**config.mk**
```make
export PLATFORM = sky130hd
export DESIGN_NAME = bert_top
export DESIGN_NICKNAME = d
export VERILOG_FILES = /design/src/verilog/bert_pkg.sv /design/src/verilog/bert_patgen.sv /design/src/verilog/bert_top.sv
export VERILOG_INCLUDE_DIRS = /design/src /design/src/verilog
export SDC_FILE = /design/constraint.sdc
export NUM_CORES = 1
export LEC_CHECK = 0
export BUFFER_PORTS_ARGS = -buffer_cell sky130_fd_sc_hd__buf_2
export CORE_MARGIN = 2
export CORE_UTILIZATION = 50
export DETAILED_ROUTE_END_ITERATION = 8
export HOLD_SLACK_MARGIN = 0.02
export PLACE_DENSITY = 0.69
export SLEW_MARGIN = 20
export SYNTH_ARGS = -nofsm -noshare
export SYNTH_HDL_FRONTEND = slang
export SYNTH_HIERARCHICAL = 1
export SYNTH_SLANG_ARGS = --single-unit
```
**constraint.sdc**
```tcl
create_clock -name I_REF_CLK -period 3.1 [get_ports I_REF_CLK]
set_input_delay 0.155 -clock I_REF_CLK [delete_from_list [all_inputs] [get_ports I_REF_CLK]]
set_output_delay 0.155 -clock I_REF_CLK [all_outputs]
set_load 0.02 [all_outputs]
```
**src/verilog/bert_regs.svh**
```systemverilog
`ifndef BERT_REGS_SVH
`define BERT_REGS_SVH

// Register offsets on the byte-wide host port
`define BERT_OFS_CTRL1     8'hE0
`define BERT_OFS_BITCNT0   8'hE3
`define BERT_OFS_BITCNT1   8'hE4
`define BERT_OFS_BITCNT2   8'hE5
`define BERT_OFS_BITCNT3   8'hE6
`define BERT_OFS_ERRCNT0   8'hE7
`define BERT_OFS_ERRCNT1   8'hE8
`define BERT_OFS_ERRCNT2   8'hE9
`define BERT_OFS_IFCTRL    8'hEA
`define BERT_OFS_RATECTRL  8'hEB
`define BERT_OFS_QUOTA_LO  8'hEC
`define BERT_OFS_QUOTA_HI  8'hED
`define BERT_OFS_LEFT_LO   8'hEE
`define BERT_OFS_LEFT_HI   8'hEF

// Field positions
`define BERT_CTRL1_CNT_LOAD 1
`define BERT_CTRL1_PS_LO   2
`define BERT_CTRL1_PS_HI   4
`define BERT_IC_EN         0
`define BERT_IC_DIR        1
`define BERT_IC_TX_UNFR    3
`define BERT_IC_ALIGN      4
`define BERT_IC_RX_UNFR    6
`define BERT_ERC_RATE_LO   0
`define BERT_ERC_RATE_HI   3
`define BERT_ERC_CE        4
`define BERT_ERC_QLOAD     7

// Reset values and writable masks
`define BERT_RST_BYTE      8'h00
`define BERT_MASK_CTRL1    8'h1E
`define BERT_MASK_IFCTRL   8'h5B
`define BERT_MASK_RATECTRL 8'h9F

// Pattern and insertion timing
`define BERT_RATE_SHIFT    5'h03
`define BERT_DALY_CODE     3'h6
`define BERT_DALY_LAST     6'h36
`define BERT_PRBS15_SEED   15'h7FFF
`define BERT_PRBS7_SEED    7'h7F

`endif

```
**src/verilog/bert_pkg.sv**
```systemverilog
package bert_pkg;

	// Bit slot offered by a formatter to the generator
	typedef struct packed {
		logic stb;
		logic fbit;
		logic byte_start;
	} bert_slot_t;

	// Received bit offered to the checker
	typedef struct packed {
		logic stb;
		logic fbit;
		logic data;
	} bert_rxbit_t;

	// Generated bit handed to a formatter
	typedef struct packed {
		logic valid;
		logic data;
	} bert_txbit_t;

	// Pattern engine state
	typedef struct packed {
		logic [14:0] lfsr;
		logic [6:0]  prbs7;
		logic [5:0]  octet;
		logic [2:0]  bitno;
	} bert_gen_state_t;

	// Tester core state
	typedef struct packed {
		logic [7:0]  ctrl1;
		logic [7:0]  ifctrl;
		logic [7:0]  ratectrl;
		logic [9:0]  quota;
		logic [9:0]  left;
		logic [31:0] bit_cnt;
		logic [23:0] err_cnt;
		logic [31:0] run_bits;
		logic [23:0] run_errs;
		logic [17:0] rate_cnt;
		logic        cnt_load_prev;
		logic        quota_load_prev;
		logic        align_prev;
		logic [7:0]  rdata;
		bert_txbit_t line_tx;
		bert_txbit_t sys_rx;
	} bert_state_t;

endpackage : bert_pkg

```
**src/verilog/bert_patgen.sv**
```systemverilog
`timescale 1ns/100ps
`default_nettype none
`include "bert_regs.svh"

// Pattern engine: PRBS 2^15-1 or a 55-octet repeating pattern
module bert_patgen (
	input  wire logic i_clk,
	input  wire logic i_arst_n,
	input  wire logic i_stb,
	input  wire logic i_realign,
	input  wire logic i_byte_start,
	input  wire logic i_daly,
	input  wire logic i_selfsync,
	input  wire logic i_in_bit,
	output logic      o_bit
);

	bert_pkg::bert_gen_state_t st;
	bert_pkg::bert_gen_state_t next_st;
	logic                      fb;

	// Feedback of x^15 + x^14 + 1; octet content comes from a PRBS7 run
	assign fb = st.lfsr[14] ^ st.lfsr[13];
	assign o_bit = i_daly ? st.prbs7[6] : fb;

	// Advance one bit per strobe; a byte start forces bit 0 of an octet
	always_comb begin
		next_st = st;
		if (i_realign) begin
			next_st.bitno = 3'h0;
			next_st.octet = 6'h00;
			next_st.prbs7 = `BERT_PRBS7_SEED;
		end else if (i_stb) begin
			// Self-sync loads received bits so the checker locks quickly
			next_st.lfsr = {st.lfsr[13:0], i_selfsync ? i_in_bit : fb};
			next_st.prbs7 = {st.prbs7[5:0], st.prbs7[6] ^ st.prbs7[5]};
			next_st.bitno = (i_byte_start ? 3'h0 : st.bitno) + 3'h1;
			if ((i_byte_start ? 3'h0 : st.bitno) == 3'h7) begin
				next_st.bitno = 3'h0;
				if (st.octet == `BERT_DALY_LAST) begin
					next_st.octet = 6'h00;
					next_st.prbs7 = `BERT_PRBS7_SEED;
				end else begin
					next_st.octet = st.octet + 6'h01;
				end
			end
		end
	end

	// State register
	always_ff @(posedge i_clk or negedge i_arst_n) begin
		if (!i_arst_n) begin
			st <= '{lfsr: `BERT_PRBS15_SEED, prbs7: `BERT_PRBS7_SEED,
				octet: 6'h00, bitno: 3'h0};
		end else begin
			st <= next_st;
		end
	end
endmodule : bert_patgen
`default_nettype wire

```
**src/verilog/bert_top.sv**
```systemverilog
// Function
// - 32-bit bit count over four byte registers
// - 24-bit error count over three byte registers
// - Receive F-bit reaches tester only when unframed
// - Tester drives transmit F-bit only when unframed
// - Byte-align rise realigns pattern to formatter bytes
// - Direction 0 sends to line, checks line
// - Direction 1 sends to system, checks system
// - Tester runs only while enable bit set
// - Load-number rise loads quota next cycle
// - Constant mode ignores quota, inserts at rate
// - Counted mode inserts only the loaded number
// - Rate code sets interval 16 to 262144
// - 10-bit error quota over two registers
// - Errors-left count readable at any time
// - Load-counters rise latches and clears counts
// - Code 110 gives byte-aligned 55-octet pattern
`timescale 1ns/100ps
`default_nettype none
`include "bert_regs.svh"

module bert_top (
	input  wire logic                   I_REF_CLK,
	input  wire logic                   I_ARST_N,
	input  wire logic [7:0]             I_ADDR,
	input  wire logic [7:0]             I_WDATA,
	input  wire logic                   I_WR,
	input  wire logic                   I_RD,
	output logic      [7:0]             O_RDATA,
	input  wire bert_pkg::bert_slot_t   I_LINE_TX_SLOT,
	input  wire bert_pkg::bert_slot_t   I_SYS_RX_SLOT,
	input  wire bert_pkg::bert_rxbit_t  I_LINE_RX,
	input  wire bert_pkg::bert_rxbit_t  I_SYS_TX,
	output bert_pkg::bert_txbit_t       O_LINE_TX,
	output bert_pkg::bert_txbit_t       O_SYS_RX
);

	bert_pkg::bert_state_t st;
	bert_pkg::bert_state_t next_st;

	logic                  en;
	logic                  dir;
	logic                  tx_unframed;
	logic                  rx_unframed;
	logic                  ce;
	logic [3:0]            rate;
	logic                  daly;
	logic                  cnt_load_rise;
	logic                  quota_load_rise;
	logic                  align_rise;
	bert_pkg::bert_slot_t  tx_slot;
	bert_pkg::bert_rxbit_t rx_src;
	logic                  tx_adv;
	logic                  rx_cmp;
	logic                  tx_bit;
	logic                  rx_exp;
	logic                  rx_err;
	logic [17:0]           rate_last;
	logic                  rate_due;
	logic                  insert;

	// Control field decode
	assign en   = st.ifctrl[`BERT_IC_EN];
	assign dir  = st.ifctrl[`BERT_IC_DIR];
	assign tx_unframed = st.ifctrl[`BERT_IC_TX_UNFR];
	assign rx_unframed = st.ifctrl[`BERT_IC_RX_UNFR];
	assign ce   = st.ratectrl[`BERT_ERC_CE];
	assign rate = st.ratectrl[`BERT_ERC_RATE_HI:`BERT_ERC_RATE_LO];
	assign daly = st.ctrl1[`BERT_CTRL1_PS_HI:`BERT_CTRL1_PS_LO]
		== `BERT_DALY_CODE;

	// Rising edges of the toggle bits, seen one cycle after the write
	assign cnt_load_rise = st.ctrl1[`BERT_CTRL1_CNT_LOAD]
		& ~st.cnt_load_prev;
	assign quota_load_rise = st.ratectrl[`BERT_ERC_QLOAD]
		& ~st.quota_load_prev;
	assign align_rise = st.ifctrl[`BERT_IC_ALIGN] & ~st.align_prev;

	// Direction picks which formatter feeds and which stream is checked
	assign tx_slot = dir ? I_SYS_RX_SLOT : I_LINE_TX_SLOT;
	assign rx_src  = dir ? I_SYS_TX : I_LINE_RX;

	// F-bit slots are skipped unless unframed operation is selected
	assign tx_adv = en & tx_slot.stb
		& (~tx_slot.fbit | tx_unframed);
	assign rx_cmp = en & rx_src.stb
		& (~rx_src.fbit | rx_unframed);

	// Transmit pattern engine, realigned on the byte-align toggle
	bert_patgen u_tx_gen (
		.i_clk        (I_REF_CLK),
		.i_arst_n     (I_ARST_N),
		.i_stb        (tx_adv),
		.i_realign    (align_rise),
		.i_byte_start (daly & tx_slot.byte_start),
		.i_daly       (daly),
		.i_selfsync   (1'b0),
		.i_in_bit     (1'b0),
		.o_bit        (tx_bit)
	);

	// Receive reference; PRBS self-syncs on the incoming bits
	bert_patgen u_rx_gen (
		.i_clk        (I_REF_CLK),
		.i_arst_n     (I_ARST_N),
		.i_stb        (rx_cmp),
		.i_realign    (cnt_load_rise),
		.i_byte_start (1'b0),
		.i_daly       (daly),
		.i_selfsync   (~daly),
		.i_in_bit     (rx_src.data),
		.o_bit        (rx_exp)
	);

	assign rx_err = rx_cmp & (rx_src.data ^ rx_exp);

	// Interval is 2^(code+3) bits; the 19-bit form keeps code 15 exact
	assign rate_last = 18'((19'h00001 << ({1'b0, rate} + `BERT_RATE_SHIFT))
		- 19'h00001);
	assign rate_due = tx_adv & (rate != 4'h0) & (st.rate_cnt == rate_last);
	assign insert = rate_due & (ce | (st.left != 10'h000));

	// Next-state logic: host port, insertion and counters
	always_comb begin
		next_st = st;
		next_st.cnt_load_prev   = st.ctrl1[`BERT_CTRL1_CNT_LOAD];
		next_st.quota_load_prev = st.ratectrl[`BERT_ERC_QLOAD];
		next_st.align_prev      = st.ifctrl[`BERT_IC_ALIGN];

		// Host writes; count registers are read-only and ignore writes
		if (I_WR) begin
			case (I_ADDR)
				`BERT_OFS_CTRL1:
					next_st.ctrl1 = I_WDATA & `BERT_MASK_CTRL1;
				`BERT_OFS_IFCTRL:
					next_st.ifctrl = I_WDATA & `BERT_MASK_IFCTRL;
				`BERT_OFS_RATECTRL:
					next_st.ratectrl = I_WDATA & `BERT_MASK_RATECTRL;
				`BERT_OFS_QUOTA_LO:
					next_st.quota[7:0] = I_WDATA;
				`BERT_OFS_QUOTA_HI:
					next_st.quota[9:8] = I_WDATA[1:0];
				default: begin
				end
			endcase
		end

		// Host reads are registered; unmapped addresses answer zero
		if (I_RD) begin
			case (I_ADDR)
				`BERT_OFS_CTRL1:    next_st.rdata = st.ctrl1;
				`BERT_OFS_BITCNT0:  next_st.rdata = st.bit_cnt[7:0];
				`BERT_OFS_BITCNT1:  next_st.rdata = st.bit_cnt[15:8];
				`BERT_OFS_BITCNT2:  next_st.rdata = st.bit_cnt[23:16];
				`BERT_OFS_BITCNT3:  next_st.rdata = st.bit_cnt[31:24];
				`BERT_OFS_ERRCNT0:  next_st.rdata = st.err_cnt[7:0];
				`BERT_OFS_ERRCNT1:  next_st.rdata = st.err_cnt[15:8];
				`BERT_OFS_ERRCNT2:  next_st.rdata = st.err_cnt[23:16];
				`BERT_OFS_IFCTRL:   next_st.rdata = st.ifctrl;
				`BERT_OFS_RATECTRL: next_st.rdata = st.ratectrl;
				`BERT_OFS_QUOTA_LO: next_st.rdata = st.quota[7:0];
				`BERT_OFS_QUOTA_HI: next_st.rdata = {6'h00, st.quota[9:8]};
				`BERT_OFS_LEFT_LO:  next_st.rdata = st.left[7:0];
				`BERT_OFS_LEFT_HI:  next_st.rdata = {6'h00, st.left[9:8]};
				default:            next_st.rdata = `BERT_RST_BYTE;
			endcase
		end

		// Rate divider runs on generated bits only
		if (tx_adv) begin
			next_st.rate_cnt = rate_due ? 18'h00000 : st.rate_cnt + 18'h00001;
		end
		if (!en || rate == 4'h0) begin
			next_st.rate_cnt = 18'h00000;
		end

		// Load of the quota wins over a same-cycle decrement
		if (quota_load_rise) begin
			next_st.left = st.quota;
		end else if (insert && !ce) begin
			next_st.left = st.left - 10'h001;
		end

		// Running counts; a latch keeps the bit arriving in that cycle
		if (cnt_load_rise) begin
			next_st.bit_cnt  = st.run_bits;
			next_st.err_cnt  = st.run_errs;
			next_st.run_bits = {31'h00000000, rx_cmp};
			next_st.run_errs = {23'h000000, rx_err};
		end else begin
			next_st.run_bits = st.run_bits + {31'h00000000, rx_cmp};
			next_st.run_errs = st.run_errs + {23'h000000, rx_err};
		end

		// Outgoing bits carry the pattern, inverted where an error goes in
		next_st.line_tx.valid = tx_adv & ~dir;
		next_st.sys_rx.valid  = tx_adv & dir;
		next_st.line_tx.data  = tx_adv & ~dir & (tx_bit ^ insert);
		next_st.sys_rx.data   = tx_adv & dir & (tx_bit ^ insert);
	end

	// State register
	always_ff @(posedge I_REF_CLK or negedge I_ARST_N) begin
		if (!I_ARST_N) begin
			st <= '0;
		end else begin
			st <= next_st;
		end
	end

	assign O_RDATA   = st.rdata;
	assign O_LINE_TX = st.line_tx;
	assign O_SYS_RX  = st.sys_rx;
endmodule : bert_top
`default_nettype wire
```
==> results of run 1 <==
-- cells by family after synthesis --
family	count (synthesis)	share of synthesized area
DFF	242	0.478
adders and majority gates	16	0.0155
AOI/OAI and AO/OA	221	0.123
buffers and inverters	124	0.0482
muxes	138	0.120
other	2	0.000588
xor gates and xnor gates	52	0.0356
and+or+nand+nor	433	0.179
-- what timing repair did --
item                                    CTS  global route
endpoints found under the hold margin   105             0
endpoints found under the setup margin    3            10
pin swaps                                 1             6
gates resized for setup                   3            16
hold buffers                             12             0
setup buffers                             1             6
-- worst max-delay path: stages, from the launching register on --
cell	delay, ps
dfrtp_1	340
nand2_1	50
or2_2	290
inv_2	70
mux2_2	330
nand2_1	50
and3b_2	230
ha_4	160
ha_4	130
and4_4	240
nand2b_4	60
nor2_2	90
and4_1	220
nand2b_1	130
or3_4	390
a21oi_2	130
-- cell type report --
type | count | area, µm²
Fill cell | 2166 | 10600
Multi-Input combinational cell | 867 | 6170
Sequential cell | 242 | 6110
Clock buffer | 41 | 798
Timing Repair Buffer | 102 | 736
Tap cell | 330 | 413
Inverter | 34 | 128
Clock inverter | 9 | 110
-- power breakdown --
| part | internal (mW) | switching (mW) | leakage, nW |
|---|---|---|---|
| clock network | 1.94 | 1.28 | 0.437 |
| logic | 0.274 | 0.369 | 2.82 |
| registers | 3.38 | 0.135 | 3.16 |
-- placed cells by master (no fill, tap or decap), types with 33 or more instances in the layout --
| cell | n |
|---|---|
| a21oi_1 | 36 |
| buf_2 | 42 |
| buf_4 | 44 |
| dfrtp_1 | 198 |
| dfstp_2 | 44 |
| inv_1 | 33 |
| mux2_2 | 123 |
| nand2_1 | 92 |
| nand3_1 | 66 |
| nor2_1 | 101 |
| o21ai_0 | 40 |
| xor2_1 | 42 |
-- flip-flops by register name (all words and copies together), names as in the netlist --
signal and count:
ce 1, O_RDATA 8, rate 4, u_tx_gen/st 31
rx_unframed 1, next_st 3, u_rx_gen/st 31, st 157
O_SYS_RX 2, en 1, dir 1, O_LINE_TX 2
-- worst paths after layout --
kind | start | cells after the start | endpoint | slack [ps]
min in group asynchronous | I_ARST_N | 2 | st[24] | 160
hold reg to reg | next_st[12] | 0 | st[12] | 470
max in group asynchronous | I_ARST_N | 3 | u_rx_gen/st[29] | 2010
setup / recovery | st[184] | 15 | st[55] | 110
hold / removal | I_SYS_RX_SLOT[1] | 3 | O_SYS_RX[1] | 70
setup reg to reg | st[184] | 15 | st[55] | 110
-- routing by layer --
layer,GRT usage,up-vias,routed length [µm],share of wire
met1,0.319,4768,13500,0.45
li1,-,4546,-,-
met2,0.367,273,14200,0.47
met4,0.0778,0,891,0.030
met3,0.0331,60,1540,0.051
met5,0,-,0,0
==> results.py, run 1 <==
metrics = {
    "final_layout": {
        "layout-drive-gt1-share": 0.261,
        "design_area_um2": 14500,
        "final_nets": 1321,
        "area_growth_pct": 13.2,
        "fin_util": 0.576,
        "instances_no_fill": 1625,
        "antenna_cells": 0,
    },
    "logic_synthesis": {
        "synth_area_leaders": "dfrtp_1, mux2_2, dfstp_2",
        "yosysTopAreaCell": "dfrtp_1",
        "syn_avg_cell_area_um2": 10.4,
        "synth-seq-area-share": 0.478,
        "synth_cells": 1228,
        "netlist_area_um2": 12800,
        "synthMostInstantiatedCell": "dfrtp_1",
        "async_reset_ff_frac": 1.00,
        "synth_edf_count": 0,
        "yosysWarnings": 6,
        "synth_ff_type": "dfrtp_1",
        "synth_common_cells": "dfrtp_1, mux2_2, nor2_1",
        "synth_top_area_share": 0.388,
        "synth_seq_cells": 242,
        "synth_cell_types": 82,
    },
    "detailed_routing": {
        "wl_per_cell_um": 18.5,
        "antenna_left": 0,
        "drt-pass1-iter-count": 5,
        "vias": 9647,
        "drt_iter0_drc": 796,
        "vias_per_cell": 5.94,
        "route.detailed.drc": 0,
        "wirelength_mm": 30.1,
    },
    "place": {
        "io_buffers": 43,
        "globalplace.congestion": 0.889,
        "placed_cells": 1556,
        "dp_hpwl_mm": 20.7,
        "postPlaceCellArea_um2": 13300,
        "place_ws_ps": -55.3,
    },
    "floorplanning": {
        "chipWidth_um": 164,
        "die_h_um": 164,
        "core_area_um2": 25100,
        "io_pins": 44,
        "std_cell_rows": 58,
        "die_area_um2": 26900,
        "initial_utilization": 0.509,
    },
    "clocking": {
        "clockRootBuffer": "clkbuf_16",
        "clk_path_buf_depth": 3,
        "cts_buffers": 27,
        "cts_sinks": 242,
        "cts_tree": "built",
        "htreeDepth": 1,
        "clk_latency_ps": 540,
        "clk_pin_slew_worst_paths_ps": 60,
    },
    "critical_path": {
        "cp-start-kind": "flip-flop",
        "critPathRequiredTime_ps": 3560,
        "crit_fanout": 5,
        "crit_type": "flip-flop to flip-flop",
        "endpoint_kind": "flip-flop",
        "worst-endpoint-arrival_ps": 3450,
    },
    "status": {
        "status": "complete, no violations",
    },
    "timing": {
        "setup_slack_ps": 108,
        "worst_slew_pin_slew_ps": 727,
        "drv_slew": 0,
        "fmax_mhz": 334,
        "setup_viol": 0,
        "fin_crit_sh": 0.965,
        "finalCriticalPeriod_ps": 2990,
        "tns_ps": 0,
        "whs_ps": 67.0,
        "hold_viol_final": 0,
        "max-slew-margin-rel": 0.514,
        "skew_ps": 10.4,
    },
    "min_path": {
        "hold_path.class": "input port to flip-flop",
    },
    "job": {
        "cap_violations": 0,
    },
    "global_routing": {
        "antenna_found_initial": 0,
        "grt_overflow": 0,
        "grt_max_degree": 93,
        "grt_first_pass_wirelength_mm": 49.2,
        "grt_pass1_vias": 9318,
        "grtUsageTotal": 0.229,
    },
    "power_and_ir_drop": {
        "ir_drop_mv": 0.384,
        "power_mw": 7.38,
        "p_leak_nw": 6.42,
        "p_per_area_nw_per_um2": 510,
    },
}
Power figures use the tool's default switching activity.
==> run 2: changes to the inputs <==
CORE_ASPECT_RATIO = 0.7   (was unset)
GPL_TIMING_DRIVEN = 0   (was unset)
==> run 2 against run 1 <==
- worst hold slack got worse by 28 ps
- register-to-register slack is essentially flat
- clock skew up 2.2 ps
- highest routed layer is now met5
- via count increased by 3.5%
- core utilization increased by 1.8 points
- count of clock-buffer cells in the layout decreased by 9
- clock power hardly changed
- critical endpoint is now st[53]
- first-iteration DRC count grew 27%
- largest power group unchanged
==> results.py, run 2 (synthesis gave the netlist of run 1 again) <==
metrics = {
    "status": {
        "status": "complete, no violations",
    },
    "timing": {
        "skew_ps": 12.5,
        "drv_slew": 0,
        "setup_slack_ps": 104,
        "tns_ps": 0,
        "whs_ps": 39.0,
        "hold_viol_final": 0,
        "finalCriticalPeriod_ps": 3000,
        "fin_crit_sh": 0.966,
        "max-slew-margin-rel": 0.277,
        "worst_slew_pin_slew_ps": 1080,
        "setup_viol": 0,
        "fmax_mhz": 334,
    },
    "critical_path": {
        "crit_type": "flip-flop to flip-flop",
        "path_common_cell": "ha_4",
        "cpPeakStageDelay_ps": 390,
        "cp-start-kind": "flip-flop",
        "reg2reg_from": "st[184]",
        "endpoint_kind": "flip-flop",
        "worst-endpoint-arrival_ps": 3440,
        "crit_fanout": 4,
        "critPathRequiredTime_ps": 3550,
        "crit_family": "simple AND/OR/NAND/NOR gates",
        "cp_slowest_cell": "or3_4",
        "path_cells": "nand2_1 > or2_4 > inv_2 > mux2_4 > nand2_2 > and3b_2 > ha_4 > ha_4 > and4_4 > nand2b_4 > nor2_4 > and4_1 > nand2b_1 > or3_4 > a21oi_2",
        "cp-startpoint": "st[184]",
        "cp_num_buf_inv": 1,
    },
    "detailed_routing": {
        "drt_iter0_drc": 1009,
        "wl_per_cell_um": 19.2,
        "wirelength_mm": 32.2,
        "vias": 9983,
        "vias_per_cell": 5.96,
        "antenna_left": 0,
        "drt-pass1-iter-count": 5,
        "route.detailed.drc": 0,
    },
    "job": {
        "cap_violations": 0,
    },
    "final_layout": {
        "largest_register_ffs": 157,
        "design_area_um2": 14800,
        "fillCellCount": 2063,
        "fin_util": 0.594,
        "final_nets": 1380,
        "area_growth_pct": 15.6,
        "top_register": "st",
        "layout-drive-gt1-share": 0.264,
        "instances_no_fill": 1676,
        "final_common_cell": "dfrtp_1",
        "mostFrequentLayoutCells": "dfrtp_1, mux2_2, nor2_1",
        "reg.largest.list": "st x157, u_rx_gen/st x31, u_tx_gen/st x31",
    },
    "global_routing": {
        "grt_max_degree": 97,
        "grt_first_pass_wirelength_mm": 51.3,
        "grtUsageTotal": 0.242,
        "antenna_found_initial": 1,
        "grt_overflow": 0,
        "grt_pass1_vias": 9166,
    },
    "clocking": {
        "cts_tree": "built",
        "clk_pin_slew_worst_paths_ps": 70,
        "htreeDepth": 1,
        "clockRootBuffer": "clkbuf_16",
        "clk_latency_ps": 530,
        "clk_path_buf_depth": 3,
        "cts_buffers": 25,
        "cts_sinks": 242,
    },
    "floorplanning": {
        "chipWidth_um": 195,
        "die_area_um2": 26900,
        "die_h_um": 138,
        "initial_utilization": 0.514,
        "std_cell_rows": 48,
        "io_pins": 44,
        "core_area_um2": 24900,
    },
    "power_and_ir_drop": {
        "power_mw": 7.41,
        "p_per_area_nw_per_um2": 502,
        "p_leak_nw": 6.58,
        "ir_drop_mv": 0.368,
    },
    "place": {
        "dp_hpwl_mm": 22.6,
        "io_buffers": 40,
        "globalplace.congestion": 0.922,
        "postPlaceCellArea_um2": 13500,
        "place_ws_ps": -1130,
        "placed_cells": 1600,
    },
    "min_path": {
        "hold_path.class": "input port to flip-flop",
        "hold_path.startpoint": "I_SYS_RX_SLOT[1]",
    },
}
## run 2: cell types whose count changed in the layout (fill, tap and decap cells not counted), sizes merged
cell,previous run,this run
diode,0,1
clkbuf,41,75
dlygate4sd3,12,11
buf,90,107
clkinvlp,3,1
clkdlybuf4s15,0,2
clkinv,2,7
bufinv,2,3
inv,36,35
## run 2: where the power goes
group | internal, mW | switching (mW) | leakage [nW]
registers | 3.37 | 0.143 | 3.16
clock network | 1.95 | 1.28 | 0.442
logic | 0.280 | 0.387 | 2.97
total | 5.60 | 1.81 | 6.58
## run 2: final timing paths
kind | endpoint | slack, ps | cells after the start
max in group asynchronous | u_rx_gen/st[24] | 2090 | 3
worst max-delay path | st[53] | 100 | 15
min in group asynchronous | O_RDATA[7] | 140 | 2
worst min-delay path | O_SYS_RX[1] | 40 | 3
worst max register to register | st[53] | 100 | 15
worst min register to register | st[14] | 450 | 0
## run 2: timing repair
action                                  CTS  global route
gates resized for setup                  11            19
pin swaps                                 7            10
endpoints found under the setup margin   42            16
hold buffers                             11             0
setup buffers                            11            11
hold endpoints to repair                 78             0
## run 2: metal layers
metal  track usage  up-vias  part of all wire
met4        0.0458        2             0.016
met5        0.0315        -            0.0034
met1         0.377     4933              0.48
li1              -     4651                 -
met2         0.342      358              0.41
met3        0.0504       39             0.081
## run 2: layout make-up
type	instances	area (µm²)	share of cell area
Antenna cell	1	2.50	0.000169
Buffer	88	480	0.0325
Clock buffer	32	746	0.0505
Clock inverter	12	141	0.00957
Inverter	34	128	0.00864
Multi-Input combinational cell	867	6200	0.420
Sequential cell	242	6110	0.414
Tap cell	325	407	0.0275
Timing Repair Buffer	75	553	0.0374
## run 2: worst register-to-register path: stages, from the launching register on
cell      delay [ps]
dfrtp_1          370
nand2_1           60
or2_4            280
inv_2             70
mux2_4           300
nand2_2           50
and3b_2          230
ha_4             170
ha_4             130
and4_4           250
nand2b_4          70
nor2_4            90
and4_1           210
nand2b_1         120
or3_4            390
a21oi_2          130
